`config.mk`:
```
export PLATFORM = sky130hd
export DESIGN_NAME = emsp_strobe_pins
export DESIGN_NICKNAME = d
export VERILOG_FILES = /design/src/rtl/emsp_pkg.sv /design/src/rtl/emsp_strobe_pins.sv
export SDC_FILE = /design/constraint.sdc
export NUM_CORES = 1
export LEC_CHECK = 0
export ABC_AREA = 1
export BUFFER_PORTS_ARGS = -buffer_cell sky130_fd_sc_hd__buf_2
export CORE_UTILIZATION = 45
export DETAILED_ROUTE_END_ITERATION = 6
export HOLD_SLACK_MARGIN = 0.06
export PLACE_DENSITY = 0.72
export SLEW_MARGIN = 10
export SYNTH_ARGS = -nofsm -noshare
export SYNTH_HDL_FRONTEND = slang
export SYNTH_SLANG_ARGS = --single-unit
```
`constraint.sdc`:
```
create_clock -name sys_clk -period 1.8 [get_ports sys_clk]
set_clock_uncertainty 0.15 [all_clocks]
set_input_delay 0.27 -clock sys_clk [delete_from_list [all_inputs] [get_ports sys_clk]]
set_output_delay 0.27 -clock sys_clk [all_outputs]
set_load 0.05 [all_outputs]
```
`src/rtl/emsp_pkg.sv`:
```
// Constants for the external memory strobe and select pin block.
// Assumes a single 250 MHz system clock and no register bus.
package emsp_pkg;
  // Widths
  localparam int EMSP_DATA_W = 16;
  localparam int EMSP_ADDR_W = 24;
  // Bus state machine
  typedef enum logic [1:0] {EMSP_IDLE, EMSP_WRITE, EMSP_READ, EMSP_END} emsp_state_e;
  // Strobe length in cycles of the system clock
  localparam int EMSP_STROBE_NS = 8;
  localparam int EMSP_CLK_NS = 4;
  localparam logic [3:0] EMSP_STROBE_CYC = 4'((EMSP_STROBE_NS + EMSP_CLK_NS - 1) / EMSP_CLK_NS);
  // Pull-up control bit positions
  localparam int EMSP_PUR_PS_BIT = 8;
  localparam int EMSP_PUR_DS_BIT = 9;
  // Reset values
  localparam logic EMSP_DRIVE_RST = 1'b0;
  localparam logic [15:0] EMSP_PUR_RST = 16'hFFFF;
endpackage

```
`src/rtl/emsp_strobe_pins.sv`:
```
// External memory write strobe, read strobe, selects, address and data pins.
// Assumes the request comes from logic on sys_clk and is held until done.
// What this block does
// - Write strobe is held low for the whole external write cycle.
// - While write strobe is low the data pins drive the write data.
// - Address and selects are valid whenever a strobe is low.
// - With keep-driven clear, write strobe floats while the bus is idle.
// - Strobe pull-up disable bit turns off the write strobe pull-up.
// - Program select goes low for every external program memory access.
// - Out of reset chip select zero acts as program select.
// - With keep-driven clear, chip select zero floats while idle.
// - Data select goes low for every external data memory access.
// - Out of reset chip select one acts as data select.
// - With keep-driven clear, address and control strobes float while idle.
// - Clearing port D pull-up bit 8 disables program select pin pull-up.
// - Clearing port D pull-up bit 9 disables data select pin pull-up.
// - While read strobe is low the data pins are inputs.
`timescale 1ns/1ps
module emsp_strobe_pins
  import emsp_pkg::*;
(
  input wire logic sys_clk,
  input wire logic resetn,
  input wire logic req_valid,
  input wire logic req_write,
  input wire logic req_program,
  input wire logic [EMSP_ADDR_W-1:0] req_addr,
  input wire logic [EMSP_DATA_W-1:0] req_wdata,
  output logic req_done,
  output logic [EMSP_DATA_W-1:0] req_rdata,
  input wire logic bus_keep_driven,
  input wire logic strobe_pullup_disable,
  input wire logic [15:0] port_d_pullup_reg,
  input wire logic cs0_as_gpio,
  input wire logic cs1_as_gpio,
  input wire logic port_d_line_8_out,
  input wire logic port_d_line_8_oe,
  input wire logic port_d_line_9_out,
  input wire logic port_d_line_9_oe,
  output logic port_d_line_8_in,
  output logic port_d_line_9_in,
  output logic write_strobe_n_o,
  output logic write_strobe_n_oe,
  output logic write_strobe_pu,
  output logic read_strobe_n_o,
  output logic read_strobe_n_oe,
  output logic chip_select_zero_n_o,
  output logic chip_select_zero_n_oe,
  output logic chip_select_zero_pu,
  output logic chip_select_one_n_o,
  output logic chip_select_one_n_oe,
  output logic chip_select_one_pu,
  output logic [EMSP_ADDR_W-1:0] addr_o,
  output logic addr_oe,
  input wire logic [EMSP_DATA_W-1:0] data_i,
  output logic [EMSP_DATA_W-1:0] data_o,
  output logic data_oe,
  input wire logic cs0_pin_i,
  input wire logic cs1_pin_i
);

  emsp_state_e state_r;
  logic [3:0] cnt_r;
  logic [EMSP_DATA_W-1:0] data_s1_r;
  logic [EMSP_DATA_W-1:0] data_s2_r;
  logic cs0_s1_r;
  logic cs0_s2_r;
  logic cs1_s1_r;
  logic cs1_s2_r;
  logic active;
  logic rd_access_r;
  logic we_nxt;
  logic re_nxt;

  // Pin input synchronisers
  always_ff @(posedge sys_clk or negedge resetn)
  begin
    if (!resetn)
    begin
      data_s1_r <= '0;
      data_s2_r <= '0;
      cs0_s1_r <= 1'b1;
      cs0_s2_r <= 1'b1;
      cs1_s1_r <= 1'b1;
      cs1_s2_r <= 1'b1;
    end
    else
    begin
      data_s1_r <= data_i;
      data_s2_r <= data_s1_r;
      cs0_s1_r <= cs0_pin_i;
      cs0_s2_r <= cs0_s1_r;
      cs1_s1_r <= cs1_pin_i;
      cs1_s2_r <= cs1_s1_r;
    end
  end

  // Access sequencer: strobe phase, then one end cycle with strobes high
  always_ff @(posedge sys_clk or negedge resetn)
  begin
    if (!resetn)
    begin
      state_r <= EMSP_IDLE;
      cnt_r <= 4'h0;
      rd_access_r <= 1'b0;
    end
    else
    begin
      case (state_r)
        EMSP_IDLE:
        begin
          if (req_valid)
          begin
            state_r <= req_write ? EMSP_WRITE : EMSP_READ;
            cnt_r <= EMSP_STROBE_CYC;
            rd_access_r <= !req_write; // Only reads update the read data
          end
        end
        EMSP_WRITE, EMSP_READ:
        begin
          if (cnt_r == 4'h1)
            state_r <= EMSP_END;
          cnt_r <= cnt_r - 4'h1;
        end
        EMSP_END:
          state_r <= EMSP_IDLE;
        default:
          state_r <= EMSP_IDLE;
      endcase
    end
  end

  // Strobe levels for the coming cycle
  always_comb
  begin
    we_nxt = 1'b1;
    re_nxt = 1'b1;
    if (state_r == EMSP_IDLE && req_valid)
    begin
      we_nxt = !req_write;
      re_nxt = req_write;
    end
    else if (state_r == EMSP_WRITE && cnt_r != 4'h1)
      we_nxt = 1'b0;
    else if (state_r == EMSP_READ && cnt_r != 4'h1)
      re_nxt = 1'b0;
  end

  assign active = (state_r != EMSP_IDLE) || req_valid;

  // Strobes, selects, address and data drivers
  always_ff @(posedge sys_clk or negedge resetn)
  begin
    if (!resetn)
    begin
      write_strobe_n_o <= 1'b1;
      write_strobe_n_oe <= 1'b0;
      read_strobe_n_o <= 1'b1;
      read_strobe_n_oe <= 1'b0;
      chip_select_zero_n_o <= 1'b1;
      chip_select_zero_n_oe <= 1'b0;
      chip_select_one_n_o <= 1'b1;
      chip_select_one_n_oe <= 1'b0;
      addr_o <= '0;
      addr_oe <= 1'b0;
      data_o <= '0;
      data_oe <= 1'b0;
    end
    else
    begin
      write_strobe_n_o <= we_nxt;
      read_strobe_n_o <= re_nxt;
      // Float control and address when idle unless kept driven
      write_strobe_n_oe <= bus_keep_driven || active;
      read_strobe_n_oe <= bus_keep_driven || active;
      addr_oe <= bus_keep_driven || active;
      // Select zero is program select by default
      if (cs0_as_gpio)
      begin
        chip_select_zero_n_o <= port_d_line_8_out;
        chip_select_zero_n_oe <= port_d_line_8_oe;
      end
      else
      begin
        chip_select_zero_n_o <= !(req_program && (!we_nxt || !re_nxt));
        chip_select_zero_n_oe <= bus_keep_driven || active;
      end
      // Select one is data select by default
      if (cs1_as_gpio)
      begin
        chip_select_one_n_o <= port_d_line_9_out;
        chip_select_one_n_oe <= port_d_line_9_oe;
      end
      else
      begin
        chip_select_one_n_o <= !(!req_program && (!we_nxt || !re_nxt));
        chip_select_one_n_oe <= bus_keep_driven || active;
      end
      // Address and data held stable through the strobe
      if (state_r == EMSP_IDLE && req_valid)
      begin
        addr_o <= req_addr;
        data_o <= req_wdata;
      end
      data_oe <= !we_nxt;
    end
  end

  // Pull-up controls and GPIO read-back
  always_ff @(posedge sys_clk or negedge resetn)
  begin
    if (!resetn)
    begin
      write_strobe_pu <= 1'b1;
      chip_select_zero_pu <= 1'b1;
      chip_select_one_pu <= 1'b1;
      port_d_line_8_in <= 1'b1;
      port_d_line_9_in <= 1'b1;
    end
    else
    begin
      write_strobe_pu <= !strobe_pullup_disable;
      chip_select_zero_pu <= port_d_pullup_reg[EMSP_PUR_PS_BIT];
      chip_select_one_pu <= port_d_pullup_reg[EMSP_PUR_DS_BIT];
      port_d_line_8_in <= cs0_s2_r;
      port_d_line_9_in <= cs1_s2_r;
    end
  end

  // Read data capture at the end of a read strobe and completion pulse
  always_ff @(posedge sys_clk or negedge resetn)
  begin
    if (!resetn)
    begin
      req_rdata <= '0;
      req_done <= 1'b0;
    end
    else
    begin
      req_done <= (state_r == EMSP_END);
      if (state_r == EMSP_END && rd_access_r)
        req_rdata <= data_s2_r;
    end
  end

  // Checks
  property p_wr_data;
    @(posedge sys_clk) disable iff (!resetn)
      !write_strobe_n_o |-> data_oe;
  endproperty
  a_wr_data: assert property (p_wr_data) else $error("data not driven under write strobe");

  property p_wr_len;
    @(posedge sys_clk) disable iff (!resetn)
      $fell(write_strobe_n_o) |-> !write_strobe_n_o [*2] ##1 write_strobe_n_o;
  endproperty
  a_wr_len: assert property (p_wr_len) else $error("write strobe length wrong");

  property p_data_hold;
    @(posedge sys_clk) disable iff (!resetn)
      !write_strobe_n_o && $past(!write_strobe_n_o) |-> $stable(data_o) && $stable(addr_o);
  endproperty
  a_data_hold: assert property (p_data_hold) else $error("bus changed under strobe");

  property p_float;
    @(posedge sys_clk) disable iff (!resetn)
      (state_r == EMSP_IDLE && !req_valid && !bus_keep_driven) |=> !write_strobe_n_oe && !addr_oe;
  endproperty
  a_float: assert property (p_float) else $error("idle bus driven");

  property p_sel;
    @(posedge sys_clk) disable iff (!resetn)
      (!cs0_as_gpio && !cs1_as_gpio && (!write_strobe_n_o || !read_strobe_n_o))
        |-> (chip_select_zero_n_o != chip_select_one_n_o);
  endproperty
  a_sel: assert property (p_sel) else $error("select not exclusive");

  property p_rd_in;
    @(posedge sys_clk) disable iff (!resetn)
      !read_strobe_n_o |-> !data_oe;
  endproperty
  a_rd_in: assert property (p_rd_in) else $error("data driven during read");

  property p_pu;
    @(posedge sys_clk) disable iff (!resetn)
      ##1 (write_strobe_pu == !$past(strobe_pullup_disable));
  endproperty
  a_pu: assert property (p_pu) else $error("strobe pull-up wrong");

  property p_done;
    @(posedge sys_clk) disable iff (!resetn)
      (state_r == EMSP_IDLE && req_valid) |-> ##4 req_done;
  endproperty
  a_done: assert property (p_done) else $error("access not completed");

  c_write: cover property (@(posedge sys_clk) disable iff (!resetn) $fell(write_strobe_n_o));
  c_read: cover property (@(posedge sys_clk) disable iff (!resetn) $fell(read_strobe_n_o));
  c_float: cover property (@(posedge sys_clk) disable iff (!resetn) $fell(addr_oe));
endmodule

```
======== Yosys cells after proc, flatten, opt, wreduce, memory -nomap -nowiden ========
Index checks and enable logic that the tools add are counted.
Widths: inputs -> output; s select.
operators by class
  multiply operators ...................... 0
  $lt $le $gt $ge ......................... 0
  reduce and logical (&&, ||, !) cells .... 23
  divide/modulo/power cells ............... 0
  shift operators ......................... 0
  bitwise gates (word level) .............. 0
  equality and inequality tests ........... 7
  muxes and demuxes ....................... 15
  add/sub/neg operators ................... 1
operator list
  kind                 count
  $mux 1               9
  $pmux 4 s2           1
  $logic_not 1->1      7
  $logic_and 1x1->1    6
  $mux 2               3
  $pmux 2 s3           1
  $reduce_and 2->1     3
  $eq 2x2->1 const B   2
  $eq 4x1->1 const B   1
  $mux 4               1
  $ne 2x2->1 const B   2
  $ne 4x1->1 const B   1
  $reduce_bool 2->1    2
  $sub 4x1->4 const B  1
  $logic_or 1x1->1     3
  $eq 2x1->1 const B   1
  $logic_not 2->1      1
  $reduce_or 2->1      1
word-level totals
  memories kept ........................... 0
  word-level logic and storage cells ...... 72
  bits in latches ......................... 0
  memory bits (writable) .................. 0
  bits in read-only memories .............. 0
  output and inout bits ................... 72
  register bits ........................... 113

======== Logic depth before layout (Yosys ltp) ========
  depth after elaboration ................. 10
  depth in mapped cells ................... 8
  depth with buffers taken out ............ 8

======== Worst setup path after synthesis ========
Ideal clock, no wire load.
  kind .................................... reg2reg
  start point ............................. reg state_r[0]
  end point ............................... reg addr_o[0]
  setup slack ............................. 0.311 ns
  path buffers ............................ 2
  setup time .............................. 0.118 ns
  stages on the path, launching flop included .. 8
  arrival ................................. 1.221 ns
  cells stage by stage .................... dfrtp_1 inv_1 ha_1 nand2_2 buf_6 buf_2 nand2_1 nand2_1
on the way
  cells in the longest elaborated chain, start to end .. 2
RTL lines
  element                 RTL line                 text
  from (decl)             emsp_strobe_pins.sv:62   emsp_state_e state_r;
  from (signal assigned)  emsp_strobe_pins.sv:114  state_r <= req_write ? EMSP_WRITE : EMSP_READ;
  $logic_not 2->1         emsp_strobe_pins.sv:200  if (state_r == EMSP_IDLE && req_valid)
  $logic_and 1x1->1       emsp_strobe_pins.sv:200
  to (signal assigned)    emsp_strobe_pins.sv:202  addr_o <= req_addr;
  to (decl)               emsp_strobe_pins.sv:53   output logic [EMSP_ADDR_W-1:0] addr_o,
No other way between the ends.
A chain may end at the register's enable or synchronous reset.

======== Final worst setup path ========
  start point ............................. reg state_r[0]
  end point ............................... reg data_o[0]
on the way
  cells in the longest elaborated chain, start to end .. 2
RTL lines
  element               RTL line                 text
  $logic_not 2->1       emsp_strobe_pins.sv:200
  $logic_and 1x1->1     emsp_strobe_pins.sv:200
  to (signal assigned)  emsp_strobe_pins.sv:203  data_o <= req_wdata;
  to (decl)             emsp_strobe_pins.sv:56   output logic [EMSP_DATA_W-1:0] data_o,
No other way between the ends.

==> results.md <==
* Status: finished clean
* PortBufs at 144
* CTS Buf Count at 17
* Post-synth top area share at 63.2%
* Die H at 95.8 um
* CTS tree: yes
* Fraction of the mapped netlist area in adder cells at 2.21%
* Clock Tree Root: clkbuf_8
* Placed wire-length estimate at 5180 um
* Part of the Yosys area used for sequential elements at 71.8%
* Final #Nets at 664
* Synth top area cells: dfrtp_1 (63%), nand2_1 (13%), dfstp_2 (8.6%)
* Pwr per Cell Area at 1970 nW/um^2
* Sink Count at 113
* Final Routed Wirelength at 9450 um
* Worst-path fanout max at 39
* FMAX at 595 MHz
* Initial Util at 47.3%
* Yosys reg bits at 113
* Total GRT Usage at 21.8%
* Post-synthesis simple-gate area fraction at 15.4%
* Vias at 3133
* Post-synthesis mux area share at 4.55%
* Net Count, Synth at 429
* Commonest cells after routing, fill and taps aside: buf_2 (143), nand2_1 (138), dfrtp_1 (100)
* First-pass GRT wire length at 14600 um
* Initial drt markers at 57
* Clock Latency Late Sink at 490 ps
* Worst path required time at 2020 ps
* Cell row count at 33
* TritonRoute pass-1 iters at 5
* # IOs at 159
* Slew Viols, Final at 0
* Final number of hold-violating endpoints at 0
* Critical path type: reg2reg
* Die area at 9190 sq um
* Clock slew at reported path FFs at 60 ps
* Netlist Area Pre-Place at 3960 sq um
* Core area at 8380 sq um
* Worst hold margin at 119 ps
* R2r startpoint: state_r[0]
* Crit. End Element: flop
* Placement Cell Area at 4840 sq um
* # Max-Cap Violations at 0
* Slew headroom at 70.3%
* Bufs on Longest Clock Path at 2
* Tmin final at 1680 ps
* Commonest non-fill, non-tap cell in the layout: buf_2
* Gpl congestion at 0.756
* Complex-gate fraction of the synthesized area at 2.56%
* Initial antenna violation count at 0
* Largest net degree at the start of global routing at 47
* Mean Syn Cell Area at 11.8 sq um
* Yosys Warn Count at 0
* Post-layout power at 12.3 mW
* R2r setup slk at 120 ps
* DRC at 0
* Via/cell ratio at 4.55
* Vias in the first global route at 3093
* Worst hold path type: in2async
* CP startpoint: state_r[0]
* Layout cells sized above 1 at 37.9%
* Synth Area in XOR/XNOR at 0%
* Mapped Cells at 335
* Final Cycle Share at 93.4%
* Final Core Density at 74.4%
* Combinational family with the most area after synthesis: simple AND/OR/NAND/NOR gates
* RSZ-0062 raised after global routing: no
* Worst EP arrival at 1900 ps
* Synth unique cells at 23
* Clock H-tree levels at 4
* Worst slew pin tran at 445 ps
* Element type at the critical path start: flop
* Diode count at 0
* Gr ovfl total at 0
* Finished Cell Area at 6240 sq um
* Final setup violation count at 0
* Cell taking the most area after synthesis: dfrtp_1
* Detail Route Antenna Nets at 0
* Drt wl/cell at 13.7 um
* Setup Buffers After CTS at 0
* Max VDD drop at 1.29 mV
* Chip width at 95.8 um
* Layout overhead on the synthesized area at 57.4%
* Leakage at 3.25 nW
* Setup TNS at 0 ps
flip-flops by register name (all words and copies together) (netlist names), 2 cells and up:
signal     flops
data_s2_r     16
data_o        16
addr_o        24
req_rdata     16
state_r        2
cnt_r          4
data_s1_r     16
synth_stat cells, drive strengths merged:
cell,number
dfrtp,100
or2,1
a21boi,1
inv,13
buf,12
dfstp,13
ha,7
a21oi,3
nand3,3
clkinv,1
nor2,14
nand2,140
a31oi,2
mux2,16
o21ai,9
layout make-up:
class | instances | area (sq um)
clock buffers | 17 | 414
clock inverters | 15 | 205
multi-input cells | 196 | 982
fillers | 556 | 2140
well taps | 105 | 131
repair buffers | 228 | 1610
flip-flops and latches | 113 | 2840
inverters | 14 | 52.6
repair_timing:
action                     CTS  global route
hold buffers                77             0
setup endpoints to repair    0             1
gates resized for setup      0             1
hold endpoints to repair   172             0
metal layers:
metal	GRT usage, %	up-vias	routed length (um)
met5	0	-	0
met4	9.45	0	118
met3	6.40	12	484
met2	36.4	117	4840
met1	26.2	1493	4010
li1	-	1511	-
critical path, cell delays in order (launching register included):
cell	delay, ps
dfrtp_1	380
inv_1	110
ha_1	240
nand2_2	100
clkinv_1	170
buf_12	220
nand2_1	120
nand2_1	80
report_power, final:
| group | leakage, nW | total (mW) | internal (mW) | switching [mW] |
|---|---|---|---|---|
| registers | 1.34 | 3.76 | 3.36 | 0.404 |
| clock network | 0.296 | 3.44 | 2.26 | 1.18 |
| logic | 1.61 | 5.09 | 1.33 | 3.75 |
| total | 3.25 | 12.3 | 6.96 | 5.34 |
per-stage QoR:
stage	instances	setup WS [ps]
2_1_floorplan	335	311
3_3_place_gp	579	206
6_report	688	119
4_1_cts	688	83.7
5_1_grt	688	21.8
3_5_place_dp	579	119
cells by family after synthesis:
logic type | Yosys count
AO/OA/AOI/OAI | 15
multiplexers | 16
AND/OR/NAND/NOR | 158
adder cells (fa/ha/maj) | 7
buffers and inverters | 26
flip-flops | 113
path summary, 6_finish.rpt:
path                       cells past startpoint                  to
setup / recovery                               7           data_o[0]
hold / removal                                 2        req_rdata[3]
setup reg to reg                               7           data_o[0]
hold reg to reg                                0       data_s2_r[11]
max in group asynchronous                      3  chip_select_one_pu
min in group sys_clk                           0       data_s2_r[11]
No activity file was read; power rests on OpenSTA's default activity.
